<file path="config.mk">
export PLATFORM = sky130hd
export DESIGN_NAME = mrc_control
export DESIGN_NICKNAME = d
export VERILOG_FILES = /design/src/verilog/mrc_blinker.v /design/src/verilog/mrc_control.v
export VERILOG_INCLUDE_DIRS = /design/src /design/src/verilog
export SDC_FILE = /design/constraint.sdc
export NUM_CORES = 1
export LEC_CHECK = 0
export BUFFER_PORTS_ARGS = -buffer_cell sky130_fd_sc_hd__buf_4
export CAP_MARGIN = 0
export CORE_MARGIN = 2
export CORE_UTILIZATION = 30
export CTS_CLUSTER_SIZE = 8
export DETAILED_ROUTE_END_ITERATION = 10
export PLACE_DENSITY = 0.47
export SLEW_MARGIN = 30
export SYNTH_ARGS = -nofsm -noshare
export SYNTH_HDL_FRONTEND = slang
export SYNTH_SLANG_ARGS = --single-unit
</file>
<file path="constraint.sdc">
create_clock -name sys_clk -period 6 [get_ports sys_clk]
set_clock_uncertainty 0.1 [all_clocks]
set_input_delay 1.8 -clock sys_clk [delete_from_list [all_inputs] [get_ports sys_clk]]
set_output_delay 1.8 -clock sys_clk [all_outputs]
set_load 0.05 [all_outputs]
</file>
<file path="src/verilog/mrc_defs.vh">
/*
  Constants for the memory reset and mode controller: timing, blink rates,
  selector positions and controller states.
  Assumes a 50 MHz system clock; included by bare name.
*/
`ifndef MRC_DEFS_VH
`define MRC_DEFS_VH

`define MRC_CLK_HZ            50000000
`define MRC_HOLD_MS           3000
`define MRC_WINDOW_MS         3000
`define MRC_HOLD_CYC          (`MRC_CLK_HZ / 1000 * `MRC_HOLD_MS)
`define MRC_WINDOW_CYC        (`MRC_CLK_HZ / 1000 * `MRC_WINDOW_MS)
`define MRC_FAST_HZ           2
`define MRC_SLOW_MHZ          500
`define MRC_FAST_HALF_CYC     (`MRC_CLK_HZ / (2 * `MRC_FAST_HZ))
// Divide before scaling so the 32-bit integer math cannot overflow
`define MRC_SLOW_HALF_CYC     (`MRC_CLK_HZ / 2 / `MRC_SLOW_MHZ * 1000)
`define MRC_CNT_W             28

`define MRC_KEY_RUN           2'h0
`define MRC_KEY_HALT          2'h1
`define MRC_KEY_MEMORY_RESET_KEY_POSITION          2'h2

`define MRC_ST_POWERUP        3'h0
`define MRC_ST_HALT           3'h1
`define MRC_ST_RUN            3'h2
`define MRC_ST_HOLD           3'h3
`define MRC_ST_ARMED          3'h4
`define MRC_ST_WINDOW         3'h5
`define MRC_ST_CLEAR          3'h6

`endif

</file>
<file path="src/verilog/mrc_blinker.v">
/*
  Halt indicator driver: off, steady on, slow blink or fast blink.
  Assumes mode is steady for a blink period to show a clean rate.
*/
`timescale 1ns/100ps
`include "mrc_defs.vh"

module mrc_blinker #(
  parameter [27:0] FAST_HALF = `MRC_FAST_HALF_CYC,
  parameter [27:0] SLOW_HALF = `MRC_SLOW_HALF_CYC
) (
  input  wire       sys_clk,
  input  wire       reset,
  input  wire [1:0] mode,
  output reg        led_q
);
  // mode: 0 off, 1 steady, 2 slow, 3 fast
  reg  [27:0] cnt_q;
  reg  [1:0]  mode_q;
  wire [27:0] half = (mode == 2'h3) ? FAST_HALF : SLOW_HALF;

  always @(posedge sys_clk or posedge reset) begin
    if (reset) begin
      cnt_q  <= 28'h000_0000;
      mode_q <= 2'h0;
      led_q  <= 1'b0;
    end else begin
      mode_q <= mode;
      if (mode != mode_q) begin
        // Restart phase so a new rate begins with the lamp lit
        cnt_q <= 28'h000_0000;
        led_q <= (mode != 2'h0);
      end else if (mode[1]) begin
        if (cnt_q >= half - 28'h000_0001) begin
          cnt_q <= 28'h000_0000;
          led_q <= ~led_q;
        end else begin
          cnt_q <= cnt_q + 28'h000_0001;
        end
      end else begin
        led_q <= mode[0];
      end
    end
  end
endmodule

</file>
<file path="src/verilog/mrc_control.v">
/*
  Operating state and memory reset controller of the CPU.
  Watches card presence, selector key and programming device command, raises
  reset requests, runs memory reset and drives the halt indicator.
  Assumes all inputs synchronous to sys_clk; the memory clear engine answers
  clear_start with clear_done.
*/
// Behaviour
// - No run without a memory card
// - Card pulled in run: halt, request reset
// - Card changed while off: auto reset at power-up
// - Fast blink during memory reset
// - Steady halt indicator after reset completes, slow blink if overflow with card re-requests
// - Slow blink while reset request pending
// - Reset clears retentive data, reloads initial blocks
// - Card download keeps retentive areas
// - Request on card swap, RAM error, overflow
// - Request on faulty block load
// - Overflow with card re-requests after each reset
// - Device command accepted only in halt
// - Hold selector: indicator on after hold time
// - Return within window starts reset, fast blink
// - Pending request: brief selector move suffices
`timescale 1ns/100ps
`include "mrc_defs.vh"

module mrc_control #(
  parameter [27:0] HOLD_CYC   = `MRC_HOLD_CYC,
  parameter [27:0] WINDOW_CYC = `MRC_WINDOW_CYC,
  parameter [27:0] FAST_HALF  = `MRC_FAST_HALF_CYC,
  parameter [27:0] SLOW_HALF  = `MRC_SLOW_HALF_CYC
) (
  input  wire       sys_clk,
  input  wire       reset,
  input  wire [1:0] key_position,
  input  wire       card_present,
  input  wire       card_changed,
  input  wire       ram_error,
  input  wire       work_mem_short,
  input  wire       faulty_block_load,
  input  wire       programming_device_reset_cmd,
  input  wire       card_download,
  input  wire       clear_done,
  output reg        clear_start_q,
  output reg        clear_retentive_q,
  output reg        reload_data_block_q,
  output reg        retentive_write_en_q,
  output reg        running_q,
  output reg        reset_request_q,
  output reg        cmd_accepted_q,
  output wire       halt_indicator
);
  reg  [2:0]  state_q;
  reg  [2:0]  state_d;
  reg  [27:0] cnt_q;
  reg         req_set;
  reg         req_clr;
  reg  [1:0]  led_mode;
  wire        key_memory_reset_key_position = (key_position == `MRC_KEY_MEMORY_RESET_KEY_POSITION);
  wire        key_run  = (key_position == `MRC_KEY_RUN);
  wire        cmd_ok   = programming_device_reset_cmd && (state_q == `MRC_ST_HALT);

  // Request causes shared by several states
  function req_cause;
    input pulled;
    begin
      req_cause = pulled | card_changed | ram_error | faulty_block_load;
    end
  endfunction

  always @* begin
    state_d = state_q;
    req_set = 1'b0;
    req_clr = 1'b0;
    case (state_q)
      `MRC_ST_POWERUP: begin
        if (card_changed)
          state_d = `MRC_ST_CLEAR;
        else
          state_d = `MRC_ST_HALT;
      end
      `MRC_ST_HALT: begin
        req_set = req_cause(1'b0) | (work_mem_short & card_present);
        if (cmd_ok)
          state_d = `MRC_ST_CLEAR;
        else if (key_memory_reset_key_position && reset_request_q)
          state_d = `MRC_ST_CLEAR;
        else if (key_memory_reset_key_position)
          state_d = `MRC_ST_HOLD;
        else if (key_run && card_present && !reset_request_q)
          state_d = `MRC_ST_RUN;
      end
      `MRC_ST_RUN: begin
        req_set = req_cause(!card_present) | work_mem_short;
        // Any request cause stops the program; a request raised as halt moves to run stays pending in run
        if (req_set || !key_run)
          state_d = `MRC_ST_HALT;
      end
      `MRC_ST_HOLD: begin
        if (!key_memory_reset_key_position)
          state_d = `MRC_ST_HALT;
        else if (cnt_q >= HOLD_CYC - 28'h000_0001)
          state_d = `MRC_ST_ARMED;
      end
      `MRC_ST_ARMED: begin
        if (!key_memory_reset_key_position)
          state_d = `MRC_ST_WINDOW;
      end
      `MRC_ST_WINDOW: begin
        if (key_memory_reset_key_position)
          state_d = `MRC_ST_CLEAR;
        else if (cnt_q >= WINDOW_CYC - 28'h000_0001)
          state_d = `MRC_ST_HALT;
      end
      `MRC_ST_CLEAR: begin
        if (clear_done) begin
          state_d = `MRC_ST_HALT;
          req_clr = 1'b1;
          // Overflow persists with the same card, so ask again
          req_set = work_mem_short & card_present;
        end
      end
      default: state_d = `MRC_ST_HALT;
    endcase
  end

  always @* begin
    case (state_q)
      `MRC_ST_CLEAR: led_mode = 2'h3;
      `MRC_ST_RUN:   led_mode = 2'h0;
      `MRC_ST_HOLD:  led_mode = 2'h0;
      default:       led_mode = reset_request_q ? 2'h2 : 2'h1;
    endcase
  end

  always @(posedge sys_clk or posedge reset) begin
    if (reset) begin
      state_q              <= `MRC_ST_POWERUP;
      cnt_q                <= 28'h000_0000;
      reset_request_q      <= 1'b0;
      clear_start_q        <= 1'b0;
      clear_retentive_q    <= 1'b0;
      reload_data_block_q  <= 1'b0;
      retentive_write_en_q <= 1'b0;
      running_q            <= 1'b0;
      cmd_accepted_q       <= 1'b0;
    end else begin
      state_q <= state_d;
      if (state_d != state_q)
        cnt_q <= 28'h000_0000;
      else
        cnt_q <= cnt_q + 28'h000_0001;
      // Set wins over clear
      if (req_set)
        reset_request_q <= 1'b1;
      else if (req_clr)
        reset_request_q <= 1'b0;
      clear_start_q       <= (state_d == `MRC_ST_CLEAR) && (state_q != `MRC_ST_CLEAR);
      clear_retentive_q   <= (state_d == `MRC_ST_CLEAR);
      reload_data_block_q <= (state_d == `MRC_ST_CLEAR);
      // Download never opens retentive areas
      retentive_write_en_q <= (state_d == `MRC_ST_CLEAR) && !card_download;
      running_q      <= (state_d == `MRC_ST_RUN) && card_present;
      cmd_accepted_q <= cmd_ok;
    end
  end

  mrc_blinker #(
    .FAST_HALF (FAST_HALF),
    .SLOW_HALF (SLOW_HALF)
  ) mrc_blinker_i (
    .sys_clk (sys_clk),
    .reset   (reset),
    .mode    (led_mode),
    .led_q   (halt_indicator)
  );
endmodule

</file>
After elaboration in Yosys (flattened, before gate mapping)
Cells that the tools add are included.
{"block": "totals", "ff_bits": 68, "word_cells": 86}
{"block": "op_classes", "n_addsub": 3, "n_lt_le_gt_ge": 2, "eq_ne": 14, "n_mux": 29, "bitwise_logic": 9, "reduce_logical": 18}
{"operator": "$mux 28", "n": 4}
{"operator": "$add 28x1->28 const B", "n": 2}
{"operator": "$mux 3", "n": 12}
{"operator": "$ge 28x28->1", "n": 1}
{"operator": "$ge 28x28->1 const B", "n": 1}
{"operator": "$sub 28x1->28 const B", "n": 1}
{"operator": "$mux 26", "n": 1}
{"operator": "$pmux 3 s7", "n": 1}
{"operator": "$eq 3x3->1 const B", "n": 4}
{"operator": "$eq 3x2->1 const B", "n": 3}
{"operator": "$mux 1", "n": 8}
{"operator": "$logic_and 1x1->1", "n": 7}
{"operator": "$or 1x1->1", "n": 7}
{"operator": "$ne 3x3->1 const B", "n": 2}
{"operator": "$reduce_bool 2->1", "n": 3}
{"operator": "$eq 2x2->1 const B", "n": 2}
{"operator": "$logic_not 1->1", "n": 4}
{"operator": "$pmux 2 s2", "n": 1}
{"operator": "$eq 3x1->1 const B", "n": 1}
{"operator": "$logic_not 3->1", "n": 1}
{"operator": "$ne 3x3->1", "n": 1}
{"operator": "$pmux 1 s3", "n": 1}
{"operator": "$logic_not 2->1", "n": 1}
{"operator": "$mux 2", "n": 1}
{"operator": "5 further kinds", "n": 5}

Logic depth before layout (Yosys ltp)
Gate-level depths: netlist (run 1).
{"block": "depth", "depth_word": 10, "depth_mapped": 13, "ltp_nobuf": 10}

Modules after synthesis
From an unflattened synthesis (run 1), not the netlist that was laid out.
{"block": "unflattened", "hier_cells": 438, "area_unflattened_um2": 4012.6}
{"mod": "mrc_control", "instances": 1, "cells_each": 232, "area_per_inst_um2": 2132.0}
{"mod": "mrc_blinker", "instances": 1, "cells_each": 206, "area_per_inst_um2": 1880.6}

Least setup slack after synthesis (run 1)
OpenSTA, ideal clock, no wires.
{"block": "synth_path", "path_kind": "input to register", "startpoint": "in key_position[1]", "endpoint": "reg cnt_q[17]", "t_arrival_ns": 3.581, "required_time_ns": 5.829, "setup_slack_ns": 2.247, "stages": 8, "path_cell_list": "nor2b_1 > mux2_2 > a22oi_1 > o221ai_1 > or4_1 > buf_6 > buf_6 > nor2_1"}
{"block": "synth_via", "elab_chain_cells": 10, "word_cells_on_any_way": 18}
{"item": "start, declared", "line_no": "mrc_control.v:35", "text": "input wire [1:0] key_position,"}
{"item": "$logic_not 2->1 (no line)"}
{"item": "$logic_and 1x1->1 (2 in series)", "line_no": "mrc_control.v:90", "text": "else if (key_run && card_present && !reset_request_q)"}
{"item": "$mux 3", "line_no": "mrc_control.v:90"}
{"item": "$mux 3", "line_no": "mrc_control.v:88", "text": "else if (key_memory_reset_key_position)"}
{"item": "$mux 3", "line_no": "mrc_control.v:86", "text": "else if (key_memory_reset_key_position && reset_request_q)"}
{"item": "$mux 3", "line_no": "mrc_control.v:84", "text": "if (cmd_ok)"}
{"item": "$pmux 3 s7 (*)", "line_no": "mrc_control.v:75", "text": "case (state_q)"}
{"item": "$ne 3x3->1 (*)", "line_no": "mrc_control.v:149", "text": "if (state_d != state_q)"}
{"item": "$mux 28 (*)", "line_no": "mrc_control.v:149"}
{"item": "end signal, assigned", "line_no": "mrc_control.v:152", "text": "cnt_q <= cnt_q + 28'h000_0001;"}
{"item": "end, declared", "line_no": "mrc_control.v:55", "text": "reg [27:0] cnt_q;"}
Mark *: on every way between the ends. The rest lies on a longest branch, timed or not.
A chain may end at the register's enable or synchronous reset.

Final worst setup path (run 1)
{"block": "layout_path", "startpoint": "in key_position[0]", "endpoint": "reg cnt_q[5]"}
The elaborated chain is that of the path after synthesis.

==> results of run 1 <==
[cell type report]
class                   instances  area (µm²)
inverters                      20        75.1
well taps                     176         220
multi-input cells             347        2120
flip-flops and latches         68        1700
fillers                      1391        8560
repair buffers                 22         165
clock buffers                  11         243
clock inverters                 5        60.1
[path summary, 6_finish.rpt]
kind	to	from	cells past startpoint
max	cnt_q[5]$_DFF_PP0_	key_position[0]	7
min	cnt_q[0]$_DFF_PP0_	cnt_q[0]$_DFF_PP0_	1
max reg2reg	mrc_blinker_i.cnt_q[15]$_DFFE_PP0P_	state_q[1]$_DFF_PP0_	10
min reg2reg	cnt_q[0]$_DFF_PP0_	cnt_q[0]$_DFF_PP0_	1
max in group asynchronous	cnt_q[9]$_DFF_PP0_	reset	3
min in group asynchronous	reset_request_q$_DFFE_PP0P_	reset	2
[critical path: cells and delay by family]
| family | cells | cell delay [ns] |
|---|---|---|
| AO/OA/AOI/OAI | 2 | 0.27 |
| buffers and inverters | 1 | 0.13 |
| multiplexers | 1 | 0.39 |
| AND/OR/NAND/NOR | 3 | 1.57 |
[power by group through the flow]
stage,Sequential (µW),Combinational [µW],Clock (µW)
CTS,577,601,558
detailed placement,584,602,0
finish,577,598,539
floorplan,596,459,0
global route,587,665,575
global placement,581,598,0
[per-layer routing]
| layer | global-route usage, % | part of all wire, % |
|---|---|---|
| met1 | 17.9 | 48 |
| met2 | 22.4 | 48 |
| met3 | 3.30 | 3.2 |
| met4 | 3.97 | 1.0 |
| met5 | 0 | 0 |
[layout by cell type, fill, tap and decap left out, types with 6 or more instances in the layout]
cell type	count
inv_1	19
nor3_1	8
a21oi_1	17
xnor2_1	10
dfrtp_1	68
a21o_1	6
nor2_1	39
and3_1	6
o21ai_0	21
nand3_1	45
nand4_1	8
nand2_1	49
nor4_1	11
a211oi_1	6
xor2_1	19
buf_4	22
or3_1	24
clkbuf_16	9
ha_1	10
or4_1	8
[sequential cells by signal (all words and copies together), names as in the netlist]
register and count:
reset_request_q 1, retentive_write_en_q 1, mrc_blinker_i.led_q 1, running_q 1, mrc_blinker_i.cnt_q 28, reload_data_block_q 1, mrc_blinker_i.mode_q 2, cnt_q 28
cmd_accepted_q 1, state_q 3, clear_start_q 1
[cell families after synthesis]
logic type,count (synthesis)
AOI/OAI and AO/OA,74
muxes,4
and+or+nand+nor,230
buffers and inverters,38
adders and majority gates,10
DFF,68
xor gates and xnor gates,29
[per-stage QoR]
stage	utilization (%)	std cells	worst slack, ns	total power [µW]
2_1_floorplan	-	453	2.25	1060
3_3_place_gp	32.6	633	1.65	1180
3_5_place_dp	32.6	633	1.61	1190
4_1_cts	34.9	649	1.96	1740
5_1_grt	34.9	649	1.77	1830
6_report	34.9	649	1.99	1710
==> flow_summary.yaml, run 1 <==
outcome:
  outcome: "finished clean"
synth:
  yosysTopAreaCell: "dfrtp_1"
  synth-async-reset-ratio_pct: 100
  synth-simple-area-share_pct: 30.2
  synth-seq-cells: 68
  yosysMostFrequentCell: "dfrtp_1"
  synthXorXnorAreaFrac_pct: 6.37
  yosysSeqAreaShare_pct: 42.7
  syn-cell-area_mm2: 0.00399
  synth_area_per_cell_um2: 8.81
  synth_edf_count: 0
  ys_types: 56
  ys_warn_count: 0
  synth_cells: 453
  ys.flop_type: "dfrtp_1"
  synth_compound_area_share_pct: 12.3
  synth_top_family_by_area: "simple AND/OR/NAND/NOR gates"
  synth_fp_nets: 475
  synthAdderAreaFrac_pct: 3.14
  muxShareOfSynthArea_pct: 1.04
  synth_top_cell_area_share_pct: 42.7
  synth.area.top_cells: "dfrtp_1 43%, nand3_1 5.6%, nand2_1 4.6%"
  synthTopCellsByCount: "68 x dfrtp_1, 49 x nand2_1, 45 x nand3_1, 39 x nor2_1, 24 x or3_1"
timing:
  final-hold-violation-count: 0
  holdWs_ns: 0.392
  setup_tns_ns: 0
  rsz0062_at_grt: "false"
  slew_violations: 0
  maxSlewHeadroom_pct: 45.2
  layout_min_cycle_time_ns: 4.01
  worst_pin_slew_ns: 0.814
  setup_viol: 0
  fmax_mhz: 250
  timing.final.crit_share_pct: 66.8
finish:
  drive_above_1_share_pct: 10.1
  syn2layout_area_growth_pct: 14.9
  nNetsFinal: 490
  diodes: 0
  final_area_mm2: 0.00458
power:
  p_clk_share_pct: 31.4
  switching_power_uw: 689
  power_density_mw_per_mm2: 374
  p_int_uw: 1030
  leakage_uw: 0.00188
  ir_worst_vdd_uv: 153
  seq_power_share_pct: 33.7
  comb_power_share_pct: 34.9
  swShare_pct: 40.2
clock_tree:
  postCtsHoldBufs: 0
  clkLatencyLatePin_ns: 0.33
  cts_tree: "built"
  ctsResizeCount: 0
  cts_buffers: 9
  htree_num_levels: 3
  cts.clk_slew.worst_paths_ns: 0.06
  clockBufferDepth: 2
  clock_sinks: 68
  cts_setup_buffers: 0
  cts_root_buffer: "clkbuf_16"
routing:
  route.detailed.drc: 0
  drtIter0Drc: 203
  via_per_inst: 5.10
  first_pass_iters: 4
  vias: 3307
  wirelength_mm: 9.26
  ant_nets: 0
  wl_per_cell_um: 14.3
critical_path:
  critPathKind: "in -> reg"
  cpMaxStageDelayCell: "or4_2"
  cp_max_fo: 28
  r2r_slack_ns: 2.20
  cp.required_ns: 6.15
  cp.arrival_ns: 4.16
  crit_path_max_incr_delay_ns: 1.00
  startpoint_type: "input port"
  worstPathCellList: "buf_4, nor2b_1, mux2_2, a22oi_1, o221ai_1, or4_2, nor2_1"
  end_kind: "flip-flop"
floorplan:
  core_mm2: 0.0131
  start_util_pct: 30.4
  dieArea_mm2: 0.0142
  placementRows: 42
  fp.dieW_um: 119
  ioPinCount: 20
  die_y_um: 119
placed_design:
  port_buffers: 19
  place_area_mm2: 0.00428
  gp_congestion: 0.803
  dp_hpwl_mm: 6.22
global_routing:
  antenna_found_initial: 0
  grt_first_pass_wirelength_mm: 15.8
  grt_max_degree: 43
  grt_pass1_vias: 3219
  overflow: 0
  grt_use_total_pct: 13.7
flow_run:
  drv_cap: 0
min_path:
  hold_path_class: "reg -> reg"
(Power assumes the default switching activity.)
==> run 2: changes to the inputs <==
==> constraint.sdc (replaced) <==
create_clock -name sys_clk -period 4.1 [get_ports sys_clk]
set_clock_uncertainty 0.1 [all_clocks]
set_input_delay 1.23 -clock sys_clk [delete_from_list [all_inputs] [get_ports sys_clk]]
set_output_delay 1.23 -clock sys_clk [all_outputs]
set_load 0.05 [all_outputs]
==> run 2 against run 1 <==
Utilization is 0.22 points higher. First-iteration DRC count down 3.4%. Flip-flop and latch count is the same. Cell count up 0.77%. Register-to-register slack lost 1.6 ns. Die area is the same. Final area up 0.63%. Global-route usage increased by 1.0 points. Setup slack got worse by 1.4 ns.
==> flow_summary.yaml, run 2 (synthesis results as in run 1) <==
outcome:
  outcome: "finished clean"
timing:
  setup_viol: 0
  setup_tns_ns: 0
  setup_ws_ns: 0.563
  worst_pin_slew_ns: 0.904
  maxSlewHeadroom_pct: 39.2
  slew_violations: 0
  holdWs_ns: 0.385
  timing.final.crit_share_pct: 86.3
  fmax_mhz: 283
  final-hold-violation-count: 0
  rsz0062_at_grt: "false"
  layout_min_cycle_time_ns: 3.54
finish:
  final_common_cell: "dfrtp_1"
  drive_above_1_share_pct: 10.9
  syn2layout_area_growth_pct: 15.6
  fillers: 1366
  final_cell_mix: "68 x dfrtp_1, 49 x nand2_1, 45 x nand3_1"
  nNetsFinal: 495
  reg_top3: "cnt_q (28), mrc_blinker_i.cnt_q (28), state_q (3)"
  diodes: 0
flow_run:
  drv_cap: 0
clock_tree:
  clkLatencyLatePin_ns: 0.35
  cts_setup_buffers: 0
  clock_sinks: 68
  htree_num_levels: 3
  cts_tree: "built"
  postCtsHoldBufs: 0
  ctsResizeCount: 0
  cts_buffers: 9
  clockBufferDepth: 2
  cts.clk_slew.worst_paths_ns: 0.07
  cts_root_buffer: "clkbuf_16"
floorplan:
  placementRows: 42
  core_mm2: 0.0131
  ioPinCount: 20
  die_y_um: 119
  fp.dieW_um: 119
  start_util_pct: 30.4
  dieArea_mm2: 0.0142
min_path:
  hold_path_class: "reg -> reg"
routing:
  vias: 3365
  route.detailed.drc: 0
  wirelength_mm: 9.53
  first_pass_iters: 4
  ant_nets: 0
  drtIter0Drc: 196
  wl_per_cell_um: 14.6
  via_per_inst: 5.15
critical_path:
  startpoint_type: "flip-flop"
  worstPathCellList: "nor2b_1, nand2_1, inv_1, ha_1, or4_1, o2111ai_1, nand3_1, buf_4, or3_1, o21ai_0"
  cpMaxStageDelayCell: "or4_1"
  cp.required_ns: 4.26
  crit_path_max_incr_delay_ns: 0.53
  critPathKind: "reg -> reg"
  cp_max_fo: 19
  end_kind: "flip-flop"
  cp.arrival_ns: 3.70
placed_design:
  gp_congestion: 0.799
  dp_slack_ns: 0.576
  dp_hpwl_mm: 6.49
  port_buffers: 19
global_routing:
  overflow: 0
  antenna_found_initial: 0
  grt_first_pass_wirelength_mm: 16.6
  grt_max_degree: 37
  grt_pass1_vias: 3226
  grt_use_total_pct: 14.7
power:
  leakage_uw: 0.00189
  power_density_mw_per_mm2: 546
  ir_worst_vdd_uv: 236
  finalPower_uw: 2520
run 2: changes by cell type in the layout (fill, tap and decap cells not counted), sizes merged:
cell      before  now
clkinvlp       1    2
buf           22   27
clkbuf        11    9
bufinv         1    0
inv           21   23
run 2: worst max-delay path, delay by kind of cell (launching register included):
kind	cells	cell delay [ns]
compound gates	2	0.20
fa+ha+maj	1	0.30
buf+inv	2	0.68
flops	1	0.39
simple gates	5	1.77
run 2: metal layers:
| layer | routed length (µm) | part of all wire (%) | up-vias | global-route usage [%] |
|---|---|---|---|---|
| met2 | 4570 | 48 | 41 | 23.7 |
| li1 | - | - | 1680 | - |
| met5 | 0 | 0 | - | 0 |
| met4 | 152 | 1.6 | 0 | 5.00 |
| met1 | 4510 | 47 | 1632 | 19.0 |
| met3 | 298 | 3.1 | 12 | 4.07 |
run 2: stage by stage:
stage	utilization [%]	instance area, µm²	cells
finish	35.1	4610	654
global route	35.1	4610	654
CTS	35.1	4610	654
detailed placement	32.9	4330	638
global placement	32.9	4330	638
floorplan	-	3990	453
run 2: where the power goes:
part	switching (µW)	total, µW	internal (µW)
Clock	329	747	417
Combinational	671	984	314
Sequential	49.2	786	737
Total	1050	2520	1470
run 2: worst paths after layout:
path | startpoint | end | slack, ns | depth (start not counted)
setup / recovery | state_q[0]$_DFF_PP0_ | mrc_blinker_i.cnt_q[15]$_DFFE_PP0P_ | 0.56 | 10
min in group asynchronous | reset | mrc_blinker_i.cnt_q[22]$_DFFE_PP0P_ | 0.94 | 2
hold / removal | cnt_q[0]$_DFF_PP0_ | cnt_q[0]$_DFF_PP0_ | 0.38 | 1
hold reg to reg | cnt_q[0]$_DFF_PP0_ | cnt_q[0]$_DFF_PP0_ | 0.38 | 1
setup reg to reg | state_q[0]$_DFF_PP0_ | mrc_blinker_i.cnt_q[15]$_DFFE_PP0P_ | 0.56 | 10
max in group asynchronous | reset | cnt_q[12]$_DFF_PP0_ | 2.31 | 3
run 2: final cells by class:
cell class                 instances  area [µm²]  area share (%)
tap                              176         220            4.78
multi-input combinational        347        2110            45.9
inverter                          20        75.1            1.63
timing repair buffer              27         215            4.67
sequential                        68        1700            36.9
clock inverter                     7        58.8            1.28
clock buffer                       9         225            4.88
==> run 3: changes to the inputs <==
--- a/config.mk
+++ b/config.mk
@@ -8,11 +8,13 @@
 export LEC_CHECK = 0
 export BUFFER_PORTS_ARGS = -buffer_cell sky130_fd_sc_hd__buf_4
 export CAP_MARGIN = 0
+export CELL_PAD_IN_SITES_DETAIL_PLACEMENT = 0
+export CELL_PAD_IN_SITES_GLOBAL_PLACEMENT = 2
 export CORE_MARGIN = 2
 export CORE_UTILIZATION = 30
 export CTS_CLUSTER_SIZE = 8
 export DETAILED_ROUTE_END_ITERATION = 10
-export PLACE_DENSITY = 0.47
+export PLACE_DENSITY = 0.67
 export SLEW_MARGIN = 30
 export SYNTH_ARGS = -nofsm -noshare
 export SYNTH_HDL_FRONTEND = slang
==> run 3 against run 2 <==
Clock-buffer cell count is 3 higher. Die area stayed put. Utilization is 0.34 points higher. Wire length is 1.8% higher.
==> flow_summary.yaml, run 3 (synthesis results as in run 1) <==
critical_path:
  r2r_slack_ns: 1.01
  critPathKind: "in -> reg"
  crit_path_max_incr_delay_ns: 0.53
  end_kind: "flip-flop"
  cp.depth: 8
  cp.arrival_ns: 3.31
  startpoint_type: "input port"
  worstPathCellList: "buf_4, nor2b_1, mux2_2, a22oi_1, o221ai_1, or4_1, buf_4, nor2_1"
  startpoint: "key_position[0]"
  cp.required_ns: 4.27
  crit_family: "simple AND/OR/NAND/NOR gates"
  path_buf_inv: 2
  cpMaxStageDelayCell: "or4_1"
  critPathCapture: "cnt_q[6]$_DFF_PP0_"
  r2r_start: "state_q[0]$_DFF_PP0_"
  r2r_end: "mrc_blinker_i.cnt_q[8]$_DFFE_PP0P_"
  reg2reg_depth: 12
  cp_max_fo: 28
  crit_top_cell: "buf_4"
routing:
  wirelength_mm: 9.70
  drt-met1-wl_mm: 4.63
  first_pass_iters: 4
  met3WireLength_um: 378
  via_per_inst: 5.05
  route.detailed.drc: 0
  ant_nets: 0
  wl_per_cell_um: 14.7
  vias: 3325
  met2WireLength_mm: 4.55
  highest_layer: "met4"
  drtIter0Drc: 196
global_routing:
  antenna_found_initial: 0
  overflow: 0
  grt_use_total_pct: 15.0
  grt_pass1_vias: 3415
  grt_max_degree: 36
  grt_first_pass_wirelength_mm: 16.9
placed_design:
  dp_cells: 643
  gp_congestion: 0.767
  port_buffers: 19
  dp_hpwl_mm: 6.54
  dp_slack_ns: 0.604
timing:
  worst_pin_slew_ns: 0.757
  fmax_mhz: 319
  setup_ws_ns: 0.962
  timing.final.crit_share_pct: 76.5
  setup_viol: 0
  maxSlewHeadroom_pct: 49.4
  layout_min_cycle_time_ns: 3.14
  slew_violations: 0
  final-hold-violation-count: 0
  rsz0062_at_grt: "false"
  setup_tns_ns: 0
clock_tree:
  clkLatencyLatePin_ns: 0.34
  htree_num_levels: 3
  clock_sinks: 68
  cts_tree: "built"
  ctsResizeCount: 0
  cts_root_buffer: "clkbuf_16"
  cts_buffers: 9
  cts_setup_buffers: 0
  cts.clk_slew.worst_paths_ns: 0.06
  postCtsHoldBufs: 0
  clockBufferDepth: 2
finish:
  post-route-util_pct: 35.4
  final_common_cell: "dfrtp_1"
  reg_top3: "cnt_q (28), mrc_blinker_i.cnt_q (28), state_q (3)"
  final_cell_mix: "68 x dfrtp_1, 49 x nand2_1, 45 x nand3_1"
  fillers: 1367
  diodes: 0
  nNetsFinal: 500
  syn2layout_area_growth_pct: 16.7
  drive_above_1_share_pct: 11.6
  instances_no_fill: 659
  multi_input_area_mm2: 0.00211
  seqCellArea_mm2: 0.00170
floorplan:
  placementRows: 42
  dieArea_mm2: 0.0142
  die_y_um: 119
  start_util_pct: 30.4
  core_mm2: 0.0131
  ioPinCount: 20
  fp.dieW_um: 119
flow_run:
  drv_cap: 0
min_path:
  timing.hold.worst.start: "cnt_q[0]$_DFF_PP0_"
  hold_path_depth: 1
  hold_path_class: "reg -> reg"
power:
  finalPower_uw: 2590
  power_density_mw_per_mm2: 557
  leakage_uw: 0.00193
  ir_worst_vdd_uv: 245
outcome:
  outcome: "finished clean"
run 3: cell count changes in the layout (fill, tap and decap cells not counted), sizes merged:
| cell | change |
|---|---|
| clkbuf | +3 |
| buf | +5 |
| inv | -3 |
| bufinv | +1 |
| clkinvlp | -1 |
run 3: final cells by class:
type	instances	share of cell area [%]
Clock buffer	12	5.51
Clock inverter	4	1.02
Inverter	20	1.61
Multi-Input combinational cell	347	45.4
Sequential cell	68	36.5
Tap cell	176	4.73
Timing Repair Buffer	32	5.16
run 3: report_power, final:
part | leakage (µW) | internal [µW] | total (µW) | switching (µW)
combinational | 0.000850 | 339 | 1020 | 677
clock | 0.000149 | 502 | 797 | 296
sequential | 0.000929 | 737 | 782 | 45.5
total | 0.00193 | 1580 | 2590 | 1020
run 3: worst register-to-register path, delay by kind of cell, from the launching register on:
kind,cells,cell delay (ns)
compound gates,2,0.47
simple gates,5,1.17
fa+ha+maj,1,0.25
flops,1,0.37
buf+inv,4,0.67
run 3: worst min-delay path by stage:
stage,end,slack (ns)
CTS,cnt_q[0]$_DFF_PP0_,0.39
finish,cnt_q[0]$_DFF_PP0_,0.39
global route,cnt_q[0]$_DFF_PP0_,0.41
detailed placement,cnt_q[0]$_DFF_PP0_,0.37
floorplan,cnt_q[0]$_DFF_PP0_,0.34
global placement,cnt_q[0]$_DFF_PP0_,0.38
run 3: routing by layer:
| layer | vias up | track usage [%] |
|---|---|---|
| met2 | 42 | 23.8 |
| met5 | - | 0 |
| met3 | 9 | 4.26 |
| met4 | 0 | 5.07 |
| li1 | 1686 | - |
| met1 | 1588 | 19.5 |
run 3: stage by stage:
| stage | hold WS [ns] | instance area (µm²) |
|---|---|---|
| after floorplan | 0.344 | 3990 |
| after global placement | 0.378 | 4350 |
| after detailed placement | 0.374 | 4350 |
| after CTS | 0.391 | 4660 |
| after global routing | 0.410 | 4660 |
| final | 0.392 | 4660 |
